$ cat config.mk
export PLATFORM = sky130hd
export DESIGN_NAME = chp_cable_hotplug
export DESIGN_NICKNAME = d
export VERILOG_FILES = /design/src/chp_pkg.sv /design/src/chp_cable_hotplug.sv /design/src/chp_deglitch.sv
export VERILOG_INCLUDE_DIRS = /design/src
export SDC_FILE = /design/constraint.sdc
export NUM_CORES = 1
export LEC_CHECK = 0
export BUFFER_PORTS_ARGS = -buffer_cell sky130_fd_sc_hd__buf_4
export CAP_MARGIN = 40
export CORE_UTILIZATION = 45
export DETAILED_ROUTE_END_ITERATION = 10
export SLEW_MARGIN = 20
export SYNTH_ARGS = -nofsm -noshare
export SYNTH_HDL_FRONTEND = slang
export SYNTH_HIERARCHICAL = 1
export SYNTH_SLANG_ARGS = --single-unit
$ cat constraint.sdc
create_clock -name ref_clk -period 7.2 [get_ports ref_clk]
set_input_delay 1.08 -clock ref_clk [delete_from_list [all_inputs] [get_ports ref_clk]]
set_output_delay 1.08 -clock ref_clk [all_outputs]
set_load 0.02 [all_outputs]
$ cat src/chp_defines.svh
// Purpose: constants of the cable detect / hot-plug control block
// Assumes: included by bare name, definitions only
// Notes:   offsets are register addresses on the register port
`ifndef CHP_DEFINES_SVH
`define CHP_DEFINES_SVH

// ----------------------------------------------------------------
// register offsets
// ----------------------------------------------------------------
`define CHP_OFS_MANUAL_LEVEL   8'h20
`define CHP_OFS_RESET_CTRL     8'h48
`define CHP_OFS_DEGLITCH_CFG   8'h56
`define CHP_OFS_POLICY_CFG     8'h6c
`define CHP_OFS_PRESENCE_STAT  8'h6f

// ----------------------------------------------------------------
// field positions and reset values
// ----------------------------------------------------------------
`define CHP_BIT_MANUAL_LEVEL   7
`define CHP_BIT_NO_PLUG_RESET  6
`define CHP_BIT_DEGLITCH_OFF   7
`define CHP_BIT_MANUAL_ENABLE  0
`define CHP_RST_MANUAL_LEVEL   1'b1
`define CHP_RST_NO_PLUG_RESET  1'b0
`define CHP_RST_DEGLITCH_OFF   1'b0
`define CHP_RST_DEGLITCH_TIME  7'h58
`define CHP_RST_DELAY_SELECT   4'ha
`define CHP_RST_AUTO_POLICY    2'h1
`define CHP_RST_MANUAL_ENABLE  1'b0

// ----------------------------------------------------------------
// timing
// ----------------------------------------------------------------
`define CHP_CLK_KHZ            250000
`define CHP_RING_KHZ           42000
`define CHP_HPD_STEP_MS        100

`endif

$ cat src/chp_pkg.sv
// Purpose: types of the cable detect / hot-plug control block
// Assumes: nothing imported; users write chp_pkg::name
// Notes:   state of the top module is one packed struct, apart from the reset and filter resync flops
package chp_pkg;

	typedef enum logic [1:0] {
		CHP_POL_EDID,
		CHP_POL_DELAYED,
		CHP_POL_EDID_DELAYED,
		CHP_POL_EDID_DELAYED_MAN
	} chp_policy_t;

	typedef enum logic [1:0] {
		CHP_DLY_IDLE,
		CHP_DLY_WAIT,
		CHP_DLY_DONE
	} chp_dly_state_t;

	typedef struct packed {
		logic           man_level;
		logic           no_rst;
		logic           dg_off;
		logic [6:0]     dg_time;
		logic [3:0]     dly_sel;
		chp_policy_t    policy;
		logic           manual;
		logic           raw;
		logic           filt;
		logic           filt_prev;
		logic           plug_evt;
		logic           unplug_evt;
		logic           edid_act;
		chp_dly_state_t dstate;
		logic [31:0]    step_cnt;
		logic [3:0]     steps;
		logic           hotplug_signal;
		logic           rx_rst;
		logic [7:0]     rdata;
		logic [7:0]     ring_cnt;
		logic           ring_tick;
	} chp_state_t;

	typedef struct packed {
		logic       s1;
		logic       s2;
		logic       s3;
		logic [7:0] cnt;
		logic       out;
	} chp_dg_state_t;

endpackage

$ cat src/chp_cable_hotplug.sv
// Purpose: cable presence detect, receiver reset and hot-plug drive
// Assumes: inputs synchronous to ref_clk; single register port
// Notes:   the ring-oscillator rate is an enable pulse from a divider
`timescale 1ns/100ps
`default_nettype none
`include "chp_defines.svh"

module chp_cable_hotplug #(
	parameter int RING_DIV    = (`CHP_CLK_KHZ + `CHP_RING_KHZ - 1) / `CHP_RING_KHZ,
	parameter int STEP_CYCLES = `CHP_HPD_STEP_MS * (`CHP_CLK_KHZ)
) (
	input  wire logic       ref_clk,
	input  wire logic       rst_n,
	input  wire logic [7:0] reg_addr,
	input  wire logic [7:0] reg_wdata,
	input  wire logic       reg_wr,
	input  wire logic       reg_rd,
	output logic [7:0]      reg_rdata,
	input  wire logic       port_a_supply_sense,
	input  wire logic       edid_enable_a,
	input  wire logic       edid_checksum_done_a,
	input  wire logic       hotplug_out_a_i,
	output logic            hotplug_out_a_o,
	output logic            hotplug_out_a_oe_n,
	output logic            rx_section_reset,
	output logic            cable_plug_event,
	output logic            cable_unplug_event,
	output logic            edid_active_a
);

	// ----------------------------------------------------------------
	// elaboration checks
	// ----------------------------------------------------------------
	if (RING_DIV < 1 || RING_DIV > 255)
		$error("RING_DIV must be 1 to 255");
	if (STEP_CYCLES < 1)
		$error("STEP_CYCLES must be at least 1");

	localparam logic [7:0]  RING_LAST = 8'(RING_DIV - 1);
	localparam logic [31:0] STEP_LAST = 32'(STEP_CYCLES - 1);

	// ----------------------------------------------------------------
	// reset release
	// ----------------------------------------------------------------
	logic rst_meta_q;
	logic rst_sync_n;

	always_ff @(posedge ref_clk or negedge rst_n)
	begin
		if (!rst_n)
		begin
			rst_meta_q <= 1'b0;
			rst_sync_n <= 1'b0;
		end
		else
		begin
			rst_meta_q <= 1'b1;
			rst_sync_n <= rst_meta_q;
		end
	end

	// ----------------------------------------------------------------
	// helpers
	// ----------------------------------------------------------------
	function automatic logic hit(input logic [7:0] a, input logic [7:0] ofs);
		hit = (a == ofs);
	endfunction

	chp_pkg::chp_state_t q;
	chp_pkg::chp_state_t d;
	logic                filt_w;
	logic                filt_meta_q;

	// ----------------------------------------------------------------
	// deglitch filter
	// ----------------------------------------------------------------
	chp_deglitch u_deglitch (
		.clk        (ref_clk),
		.rst_n      (rst_sync_n),
		.tick       (q.ring_tick),
		.sense      (port_a_supply_sense),
		.time_units (q.dg_time),
		.bypass     (q.dg_off),
		.filtered   (filt_w)
	);

	// filter output comes from the ring domain; resync kept so the path
	// stays correct if that domain is ever split off
	always_ff @(posedge ref_clk or negedge rst_sync_n)
	begin
		if (!rst_sync_n)
			filt_meta_q <= 1'b0;
		else
			filt_meta_q <= filt_w;
	end

	// ----------------------------------------------------------------
	// next state
	// ----------------------------------------------------------------
	always_comb
	begin
		d = q;

		// ring-oscillator rate enable
		d.ring_tick = 1'b0;
		if (q.ring_cnt == RING_LAST)
		begin
			d.ring_cnt  = 8'h00;
			d.ring_tick = 1'b1;
		end
		else
			d.ring_cnt = q.ring_cnt + 8'h01;

		// presence sampling and events
		d.raw        = port_a_supply_sense;
		d.filt       = filt_meta_q;
		d.filt_prev  = q.filt;
		d.plug_evt   = q.filt & ~q.filt_prev;
		d.unplug_evt = ~q.filt & q.filt_prev;

		// receiver reset; host clears it when sense is unconnected
		d.rx_rst = ~q.no_rst & ~q.filt;

		// internal edid activation
		if (!edid_enable_a)
			d.edid_act = 1'b0;
		else if (edid_checksum_done_a)
			d.edid_act = 1'b1;

		// assertion delay after plug detection
		case (q.dstate)
			chp_pkg::CHP_DLY_IDLE:
			begin
				d.step_cnt = 32'h0;
				d.steps    = 4'h0;
				if (q.filt)
				begin
					if (q.dly_sel == 4'h0)
						d.dstate = chp_pkg::CHP_DLY_DONE;
					else
						d.dstate = chp_pkg::CHP_DLY_WAIT;
				end
			end
			chp_pkg::CHP_DLY_WAIT:
			begin
				if (!q.filt)
					d.dstate = chp_pkg::CHP_DLY_IDLE;
				else if (q.step_cnt == STEP_LAST)
				begin
					d.step_cnt = 32'h0;
					d.steps    = q.steps + 4'h1;
					if ((q.steps + 4'h1) >= q.dly_sel)
						d.dstate = chp_pkg::CHP_DLY_DONE;
				end
				else
					d.step_cnt = q.step_cnt + 32'h1;
			end
			chp_pkg::CHP_DLY_DONE:
			begin
				if (!q.filt)
					d.dstate = chp_pkg::CHP_DLY_IDLE;
			end
			default:
				d.dstate = chp_pkg::CHP_DLY_IDLE;
		endcase

		// hot-plug level
		if (q.manual)
			d.hotplug_signal = q.man_level;
		else
		begin
			case (q.policy)
				chp_pkg::CHP_POL_EDID:
					d.hotplug_signal = q.edid_act;
				chp_pkg::CHP_POL_DELAYED:
					d.hotplug_signal = (q.dstate == chp_pkg::CHP_DLY_DONE) & q.raw;
				chp_pkg::CHP_POL_EDID_DELAYED:
					d.hotplug_signal = q.edid_act & q.raw
						& (q.dstate == chp_pkg::CHP_DLY_DONE);
				chp_pkg::CHP_POL_EDID_DELAYED_MAN:
					d.hotplug_signal = q.edid_act & q.raw & q.man_level
						& (q.dstate == chp_pkg::CHP_DLY_DONE);
				default:
					d.hotplug_signal = 1'b0;
			endcase
		end

		// register writes
		if (reg_wr)
		begin
			if (hit(reg_addr, `CHP_OFS_MANUAL_LEVEL))
				d.man_level = reg_wdata[`CHP_BIT_MANUAL_LEVEL];
			if (hit(reg_addr, `CHP_OFS_RESET_CTRL))
				d.no_rst = reg_wdata[`CHP_BIT_NO_PLUG_RESET];
			if (hit(reg_addr, `CHP_OFS_DEGLITCH_CFG))
			begin
				d.dg_off  = reg_wdata[`CHP_BIT_DEGLITCH_OFF];
				d.dg_time = reg_wdata[6:0];
			end
			if (hit(reg_addr, `CHP_OFS_POLICY_CFG))
			begin
				d.dly_sel = reg_wdata[7:4];
				d.policy  = chp_pkg::chp_policy_t'(reg_wdata[2:1]);
				d.manual  = reg_wdata[`CHP_BIT_MANUAL_ENABLE];
			end
		end

		// register reads; unmapped offsets and reserved bits read zero
		if (reg_rd)
		begin
			d.rdata = 8'h00;
			if (hit(reg_addr, `CHP_OFS_MANUAL_LEVEL))
				d.rdata[`CHP_BIT_MANUAL_LEVEL] = q.man_level;
			if (hit(reg_addr, `CHP_OFS_RESET_CTRL))
				d.rdata[`CHP_BIT_NO_PLUG_RESET] = q.no_rst;
			if (hit(reg_addr, `CHP_OFS_DEGLITCH_CFG))
				d.rdata = {q.dg_off, q.dg_time};
			if (hit(reg_addr, `CHP_OFS_POLICY_CFG))
				d.rdata = {q.dly_sel, 1'b0, q.policy, q.manual};
			if (hit(reg_addr, `CHP_OFS_PRESENCE_STAT))
				d.rdata = {4'h0, hotplug_out_a_i, q.edid_act, q.filt, q.raw};
		end
	end

	// ----------------------------------------------------------------
	// state register
	// ----------------------------------------------------------------
	always_ff @(posedge ref_clk or negedge rst_sync_n)
	begin
		if (!rst_sync_n)
		begin
			q           <= '0;
			q.man_level <= `CHP_RST_MANUAL_LEVEL;
			q.no_rst    <= `CHP_RST_NO_PLUG_RESET;
			q.dg_off    <= `CHP_RST_DEGLITCH_OFF;
			q.dg_time   <= `CHP_RST_DEGLITCH_TIME;
			q.dly_sel   <= `CHP_RST_DELAY_SELECT;
			q.policy    <= chp_pkg::chp_policy_t'(`CHP_RST_AUTO_POLICY);
			q.manual    <= `CHP_RST_MANUAL_ENABLE;
			q.dstate    <= chp_pkg::CHP_DLY_IDLE;
			q.rx_rst    <= 1'b1;
		end
		else
			q <= d;
	end

	// ----------------------------------------------------------------
	// outputs
	// ----------------------------------------------------------------
	// open drain: output level always low, enable active low
	assign hotplug_out_a_o    = 1'b0;
	assign hotplug_out_a_oe_n = q.hotplug_signal;
	assign rx_section_reset   = q.rx_rst;
	assign cable_plug_event   = q.plug_evt;
	assign cable_unplug_event = q.unplug_evt;
	assign edid_active_a      = q.edid_act;
	assign reg_rdata          = q.rdata;

endmodule

`default_nettype wire

$ cat src/chp_deglitch.sv
// Purpose: deglitch filter on the supply-sense input
// Assumes: tick is a one-cycle pulse at the ring-oscillator rate
// Notes:   counts in ticks, two ticks per time unit
`timescale 1ns/100ps
`default_nettype none

module chp_deglitch (
	input  wire logic       clk,
	input  wire logic       rst_n,
	input  wire logic       tick,
	input  wire logic       sense,
	input  wire logic [6:0] time_units,
	input  wire logic       bypass,
	output logic            filtered
);

	chp_pkg::chp_dg_state_t q;
	chp_pkg::chp_dg_state_t d;

	// ----------------------------------------------------------------
	// filter
	// ----------------------------------------------------------------
	always_comb
	begin
		d = q;
		if (tick)
		begin
			// s1 feeds only s2; s3 is the history for change detection
			d.s1 = sense;
			d.s2 = q.s1;
			d.s3 = q.s2;
			if (!q.s2 || (q.s2 != q.s3))
			begin
				d.cnt = 8'h00;
				d.out = 1'b0;
			end
			else if (q.cnt >= {time_units, 1'b0})
				d.out = 1'b1;
			else
				d.cnt = q.cnt + 8'h01;
		end
	end

	always_ff @(posedge clk or negedge rst_n)
	begin
		if (!rst_n)
			q <= '0;
		else
			q <= d;
	end

	// bypass still sees the synchronised level, never the raw pin
	assign filtered = bypass ? q.s2 : q.out;

endmodule

`default_nettype wire

==> reports/metrics.yaml, run 1 <==
timing.hold.ws_ns: 0.315
grtUsageMet2_pct: 35.4
yosys.cell_count.top_type: "dfrtp_1"
dr.pass1.iters: 5
rsz0062_at_grt: "false"
power_density_nw_per_um2: 207
dp_hpwl_um: 8340
hold_buffers: 0
die_h_um: 110
clock_latency_ns: 0.35
syn_area_per_cell_um2: 9.97
synth_seq_area_share_pct: 45.3
synth_fa_ha_area_share_pct: 3.80
synthToLayoutAreaGrowth_pct: 11.8
grt_use_met1_pct: 27.5
totalWireLength_um: 11700
async_flop_share_pct: 100
fin_skew_ns: 0.00677
r2r_end: "q[34]$_DFFE_PN0P_"
die_w_um: 110
cts_tree: "done"
htreeDepth: 3
vias_per_cell: 5.92
postRouteAntennaNets: 0
period_share_pct: 36.3
crit_type: "reg2reg"
cts_buffers: 9
leakage_uw: 0.00250
place_ws_ns: 4.41
fillers: 1054
ys.flop_type: "dfrtp_1"
busiest_layer: "met2"
track_usage_pct: 21.4
relSlewSlack_pct: 44.1
finalWorstSetupSlack_ns: 4.59
synth_cells: 529
synth_common_cells: "dfrtp_1 (87), nand2_1 (50), a21oi_1 (29)"
synth_area_um2: 5280
start_util_pct: 46.2
synth-xor-area-share_pct: 2.49
synth_edf_count: 0
ir_drop_mv: 0.166
fin_setup_tns_ns: 0
drc_errors: 0
hold_viol_final: 0
finalPower_uw: 1220
antenna_found_initial: 0
synth_cell_types: 74
synth_top_area_share_pct: 41.3
grt_pass1_wl_um: 19800
met3_usage_pct: 4.64
clock-root-buffer: "clkbuf_16"
cap_violations: 0
r2r_slack_ns: 4.59
io_pins: 38
ff2ff_path_depth: 5
synth-seq-cells: 95
layout-drive-gt1-share_pct: 19.0
place_area_um2: 5560
ctsResizeCount: 0
grt_max_degree: 54
synth-simple-area-share_pct: 24.7
grt_pass1_vias: 4040
cp-startpoint: "q[55]$_DFFE_PN0P_"
antenna_cells: 0
io_buffers: 36
final_area_um2: 5900
final_nets: 592
end_kind: "flip-flop"
synth_area_leaders: "dfrtp_1 (41%), mux2_2 (4.9%), dfstp_2 (4.0%)"
tightest_slew_ns: 0.830
core_area_um2: 11400
clock.fmax_mhz: 383
muxShareOfSynthArea_pct: 5.95
worstPathArrival_ns: 2.88
fin_crit_ns: 2.61
post_drt_wl_per_cell_um: 16.7
crit_path_start_kind: "flip-flop"
yosysTopAreaCell: "dfrtp_1"
critPathCapture: "q[34]$_DFFE_PN0P_"
gp_congestion: 0.844
synth_top_family_by_area: "simple AND/OR/NAND/NOR gates"
outcome: "finished, final reports clean"
rows: 39
clk_pin_slew_ns: 0.06
dr_total_vias: 4145
maxSlewViolCount: 0
synth_compound_area_share_pct: 12.5
setup_viol: 0
clockBufferDepth: 2
die-area_um2: 12200
syn_nets: 569
crit_fanout: 17
gr-total-overflow: 0
ys_warn_count: 6
drtIter0Drc: 255
min_path_type: "reg2async"
cts_num_sinks: 95
cp.required_ns: 7.47
worstReg2RegStart: "q[55]$_DFFE_PN0P_"
post_cts_buffers: 0
report_power, final:
part           switching [uW]  internal [uW]  leakage (uW)  total, uW
clock                     198            339      0.000161        537
sequential               21.8            552       0.00126        574
combinational            62.9           44.5       0.00108        107
metal layers:
layer  vias up  share of wire (%)
met5         -                  0
met4         0                2.2
met3        21                3.9
met2        93                 49
met1      2032                 45
li1       1999                  -
cells by family (layout without fill, tap and decap cells):
| group | Yosys count | after routing |
|---|---|---|
| XOR/XNOR | 15 | 15 |
| AO/OA/AOI/OAI | 96 | 96 |
| flip-flops | 95 | 95 |
| other | 2 | 2 |
| buffers and inverters | 51 | 79 |
| multiplexers | 28 | 28 |
| AND/OR/NAND/NOR | 226 | 226 |
| adder cells (fa/ha/maj) | 16 | 16 |
per-stage QoR:
step,cells,util (%)
after floorplan,529,-
after global placement,683,48.7
after detailed placement,683,48.7
after CTS,699,51.6
after global routing,700,51.6
final,700,51.6
layout by cell type, fill, tap and decap left out, types with 18 or more instances in the layout:
master,synthesis,final
a21oi_1,29,29
buf_4,10,38
dfrtp_1,87,86
inv_1,24,24
mux2_2,23,23
nand2_1,50,50
nand3_1,27,27
nor2_1,28,28
nor4_1,19,19
o21ai_0,18,18
worst max-delay path: stages, from the launching register on:
cell and delay, ns:
dfrtp_1 0.64, nor2b_1 0.42, and2_1 0.39, o31a_1 0.71, a41oi_1 0.21, a31oi_1 0.17
worst min-delay path by stage:
stage	from	endpoint	slack, ns	cells after the start
floorplan	filt_meta_q$_DFF_PN0_	d[60]$_DFF_PN0_	0.33	0
global placement	filt_meta_q$_DFF_PN0_	d[60]$_DFF_PN0_	0.33	0
detailed placement	rst_sync_n$_DFF_PN0_	q[50]$_DFFE_PN0P_	0.33	0
CTS	rst_sync_n$_DFF_PN0_	q[50]$_DFFE_PN0P_	0.34	0
global route	filt_meta_q$_DFF_PN0_	d[60]$_DFF_PN0_	0.35	0
finish	rst_sync_n$_DFF_PN0_	q[50]$_DFFE_PN0P_	0.31	0
final cells by class:
class                      count  area, um2  area share (%)
multi-input combinational    383       2610            44.3
sequential                    95       2390            40.6
tap                          143        179            3.03
timing repair buffer          39        290            4.92
clock buffer                  12        236            4.01
inverter                      24       90.1            1.53
clock inverter                 4       95.1            1.61
registers in the layout, indices dropped and copies added, names as in the netlist:
| signal | cells |
|---|---|
| cable_unplug_event | 1 |
| u_deglitch/q | 12 |
| rst_meta_q | 1 |
| rst_sync_n | 1 |
| hotplug_out_a_oe_n | 1 |
| q | 66 |
| cable_plug_event | 1 |
| filt_meta_q | 1 |
| rx_section_reset | 1 |
| reg_rdata | 8 |
| edid_active_a | 1 |
| d | 1 |
No activity file was read; power rests on OpenSTA's default activity.
==> run 2, diff against run 1 <==
--- a/config.mk
+++ b/config.mk
@@ -6,6 +6,7 @@
 export SDC_FILE = /design/constraint.sdc
 export NUM_CORES = 1
 export LEC_CHECK = 0
+export ABC_AREA = 1
 export BUFFER_PORTS_ARGS = -buffer_cell sky130_fd_sc_hd__buf_4
 export CAP_MARGIN = 40
 export CORE_UTILIZATION = 45
==> constraint.sdc (replaced) <==
create_clock -name ref_clk -period 2.1 [get_ports ref_clk]
set_input_delay 0.315 -clock ref_clk [delete_from_list [all_inputs] [get_ports ref_clk]]
set_output_delay 0.315 -clock ref_clk [all_outputs]
set_load 0.02 [all_outputs]
==> run 2 against run 1 <==
Sequential power grew to 3.4 times the previous value. Register-to-register slack worse by 4.3 ns. Synthesized cell count increased by 40%. Sequential share of layout area down 2.0 points. Fmax grew 47%. Worst hold slack worse by 0.21 ns. Utilization increased by 0.27 points. Synthesized area rose by 4.5%. Largest power group unchanged.
==> reports/metrics.yaml, run 2 <==
outcome: "finished, final reports clean"
dp_hpwl_um: 9400  # +13%
crit_fanout: 5  # -12
synth-seq-cells: 95  # unchanged
vias_per_cell: 5.08  # -14%
core_area_um2: 12000  # +4.8%
cap_violations: 0  # unchanged
ys_warn_count: 6  # unchanged
hold-path-cell-count: 1
cp-startpoint: "q[19]$_DFFE_PN0P_"
maxSlewViolCount: 0  # unchanged
finalPower_uw: 4240  # +250%
async_flop_share_pct: 100  # unchanged
syn_area_per_cell_um2: 7.44  # -25%
drc_errors: 0  # unchanged
synth_top_area_share_pct: 39.5  # -1.8 points
power_density_nw_per_um2: 683  # +230%
met3_usage_pct: 3.89  # -0.76 points
htreeDepth: 3  # unchanged
track_usage_pct: 21.5  # +0.095 points
synth_area_um2: 5510  # +4.5%
die_w_um: 113  # +2.2%
clockBufferDepth: 2  # unchanged
tightest_slew_ns: 0.704  # -0.126 ns
rsz0062_at_grt: "false"
grt_pass1_wl_um: 21600  # +9.2%
syn_nets: 781  # +37%
crit_path_start_kind: "flip-flop"
slowest_delay_ns: 0.42  # -0.29 ns
crit_type: "reg2reg"
fin_skew_ns: 0.00702  # +0.000247 ns
synthToLayoutAreaGrowth_pct: 12.6
totalWireLength_um: 12400  # +5.8%
largest_register_ff_count: 66  # unchanged
end_kind: "flip-flop"
slowest_stage: "dfrtp_1"
rows: 40  # +2.6%
clock.fmax_mhz: 564  # +47%
gr-total-overflow: 0  # unchanged
final_common_cell: "nand2_1"
io_pins: 38  # unchanged
synth_cell_types: 38  # -49%
ir_drop_mv: 0.372  # +120%
top_register: "q"
cts_tree: "done"
ctsResizeCount: 0  # unchanged
min_path_type: "in2reg"
synth_area_leaders: "dfrtp_1 (39%), nand2_1 (14%), nand3_1 (6.9%)"
final_nets: 816  # +38%
synth_seq_area_share_pct: 43.3  # -2.0 points
antenna_found_initial: 0  # unchanged
fin_crit_ns: 1.77  # -0.838 ns
ff2ff_path_depth: 9  # +4
fin_setup_tns_ns: 0  # unchanged
synth_cells: 741  # +40%
hold_viol_final: 0  # unchanged
clock_latency_ns: 0.34  # about the same
grt_max_degree: 36  # -33%
r2r_end: "q[56]$_DFFE_PN0P_"
ys.flop_type: "dfrtp_1"
relSlewSlack_pct: 52.7  # +8.6 points
die-area_um2: 12700  # +4.4%
clk_pin_slew_ns: 0.06  # about the same
antenna_cells: 0  # unchanged
dr.pass1.iters: 5  # unchanged
die_h_um: 113  # +2.2%
hold_start: "port_a_supply_sense"
worstReg2RegStart: "q[19]$_DFFE_PN0P_"
leakage_uw: 0.00306  # +22%
grtUsageMet2_pct: 37.0  # +1.5 points
dr_total_vias: 4715  # +14%
cts_num_sinks: 95  # unchanged
path_cells: "ha_1, xor2_1, ha_1, nand2_1, inv_1, a21oi_1, nand4_1, nand4_1, nand2_1"
worstPathArrival_ns: 2.00  # -0.88 ns
synth_edf_count: 0  # unchanged
busiest_layer: "met2"
period_share_pct: 84.4  # +48 points
cts_buffers: 9  # unchanged
gp_congestion: 0.867  # +2.7%
clock-root-buffer: "clkbuf_16"
final_cell_mix: "nand2_1 (206), inv_1 (101), dfrtp_1 (86), nor2_1 (85), nand3_1 (76)"
synth_common_cells: "nand2_1 (206), inv_1 (101), dfrtp_1 (87)"
min_to: "q[62]$_DFF_PN0_"
layout-drive-gt1-share_pct: 12.8  # -6.2 points
yosysTopAreaCell: "dfrtp_1"
setup_viol: 0  # unchanged
r2r_slack_ns: 0.33  # -4.26 ns
cp.required_ns: 2.33  # -5.14 ns
start_util_pct: 46.1  # -0.11 points
post_drt_wl_per_cell_um: 13.3  # -20%
io_buffers: 36  # unchanged
yosys.cell_count.top_type: "nand2_1"
grt_use_met1_pct: 27.3  # -0.24 points
drtIter0Drc: 281  # +10%
grt_pass1_vias: 4590  # +14%
postRouteAntennaNets: 0  # unchanged
-- run 2: how the worst max path moves through the flow --
| stage | end | slack, ns | cells after the start |
|---|---|---|---|
| floorplan | q[55]$_DFFE_PN0P_ | 0.46 | 9 |
| global placement | q[55]$_DFFE_PN0P_ | 0.37 | 9 |
| detailed placement | q[56]$_DFFE_PN0P_ | 0.34 | 9 |
| CTS | q[56]$_DFFE_PN0P_ | 0.33 | 9 |
| global route | q[55]$_DFFE_PN0P_ | 0.09 | 10 |
| finish | q[56]$_DFFE_PN0P_ | 0.33 | 9 |
-- run 2: area by class of cell --
class / instances / area (um2)
Multi-Input combinational cell: 521 / 2590
Tap cell: 147 / 184
Timing Repair Buffer: 43 / 350
Inverter: 106 / 400
Clock inverter: 2 / 13.8
Clock buffer: 14 / 274
Sequential cell: 95 / 2390
Fill cell: 1163 / 5750
-- run 2: per-layer routing --
metal  vias up  share of wire [%]
met5         -                  0
met3        18                3.8
met2       103                 50
met4         0                1.7
li1       2401                  -
met1      2193                 45
-- run 2: timing repair --
action,4_1_cts,5_1_grt
hold buffers,1,0
buffers inserted,0,0
hold endpoints to repair,2,0
-- run 2: cell families after synthesis --
kind of cell    synth area share, %
buf+inv                        9.62
flops                          43.3
other cells                   0.136
xor+xnor                       2.86
fa+ha+maj                      3.63
compound gates                 6.60
simple gates                   33.8
-- run 2: metrics by stage --
stage	area [um2]	cells	setup slack (ns)	hold slack (ns)	utilization (%)
6_report	6210	928	0.328	0.102	51.9
5_1_grt	6210	928	0.0906	0.0852	51.9
4_1_cts	6210	928	0.327	0.0908	51.9
3_5_place_dp	5910	911	0.340	0.0992	49.4
3_3_place_gp	5910	911	0.371	0.0980	49.4
2_1_floorplan	5510	741	0.457	0.0194	-
-- run 2: power by group --
group / total [uW] / internal [uW] / switching (uW)
Sequential: 1970 / 1900 / 68.3
Combinational: 695 / 211 / 485
Clock: 1570 / 901 / 669
Total: 4240 / 3020 / 1220
-- run 2: worst max-delay path, delay by kind of cell (launching register included) --
| family | cells | cell delay (ns) |
|---|---|---|
| adders and majority gates | 2 | 0.48 |
| DFF | 1 | 0.42 |
| and+or+nand+nor | 4 | 0.39 |
| xor gates and xnor gates | 1 | 0.19 |
| AOI/OAI and AO/OA | 1 | 0.14 |
| buffers and inverters | 1 | 0.05 |
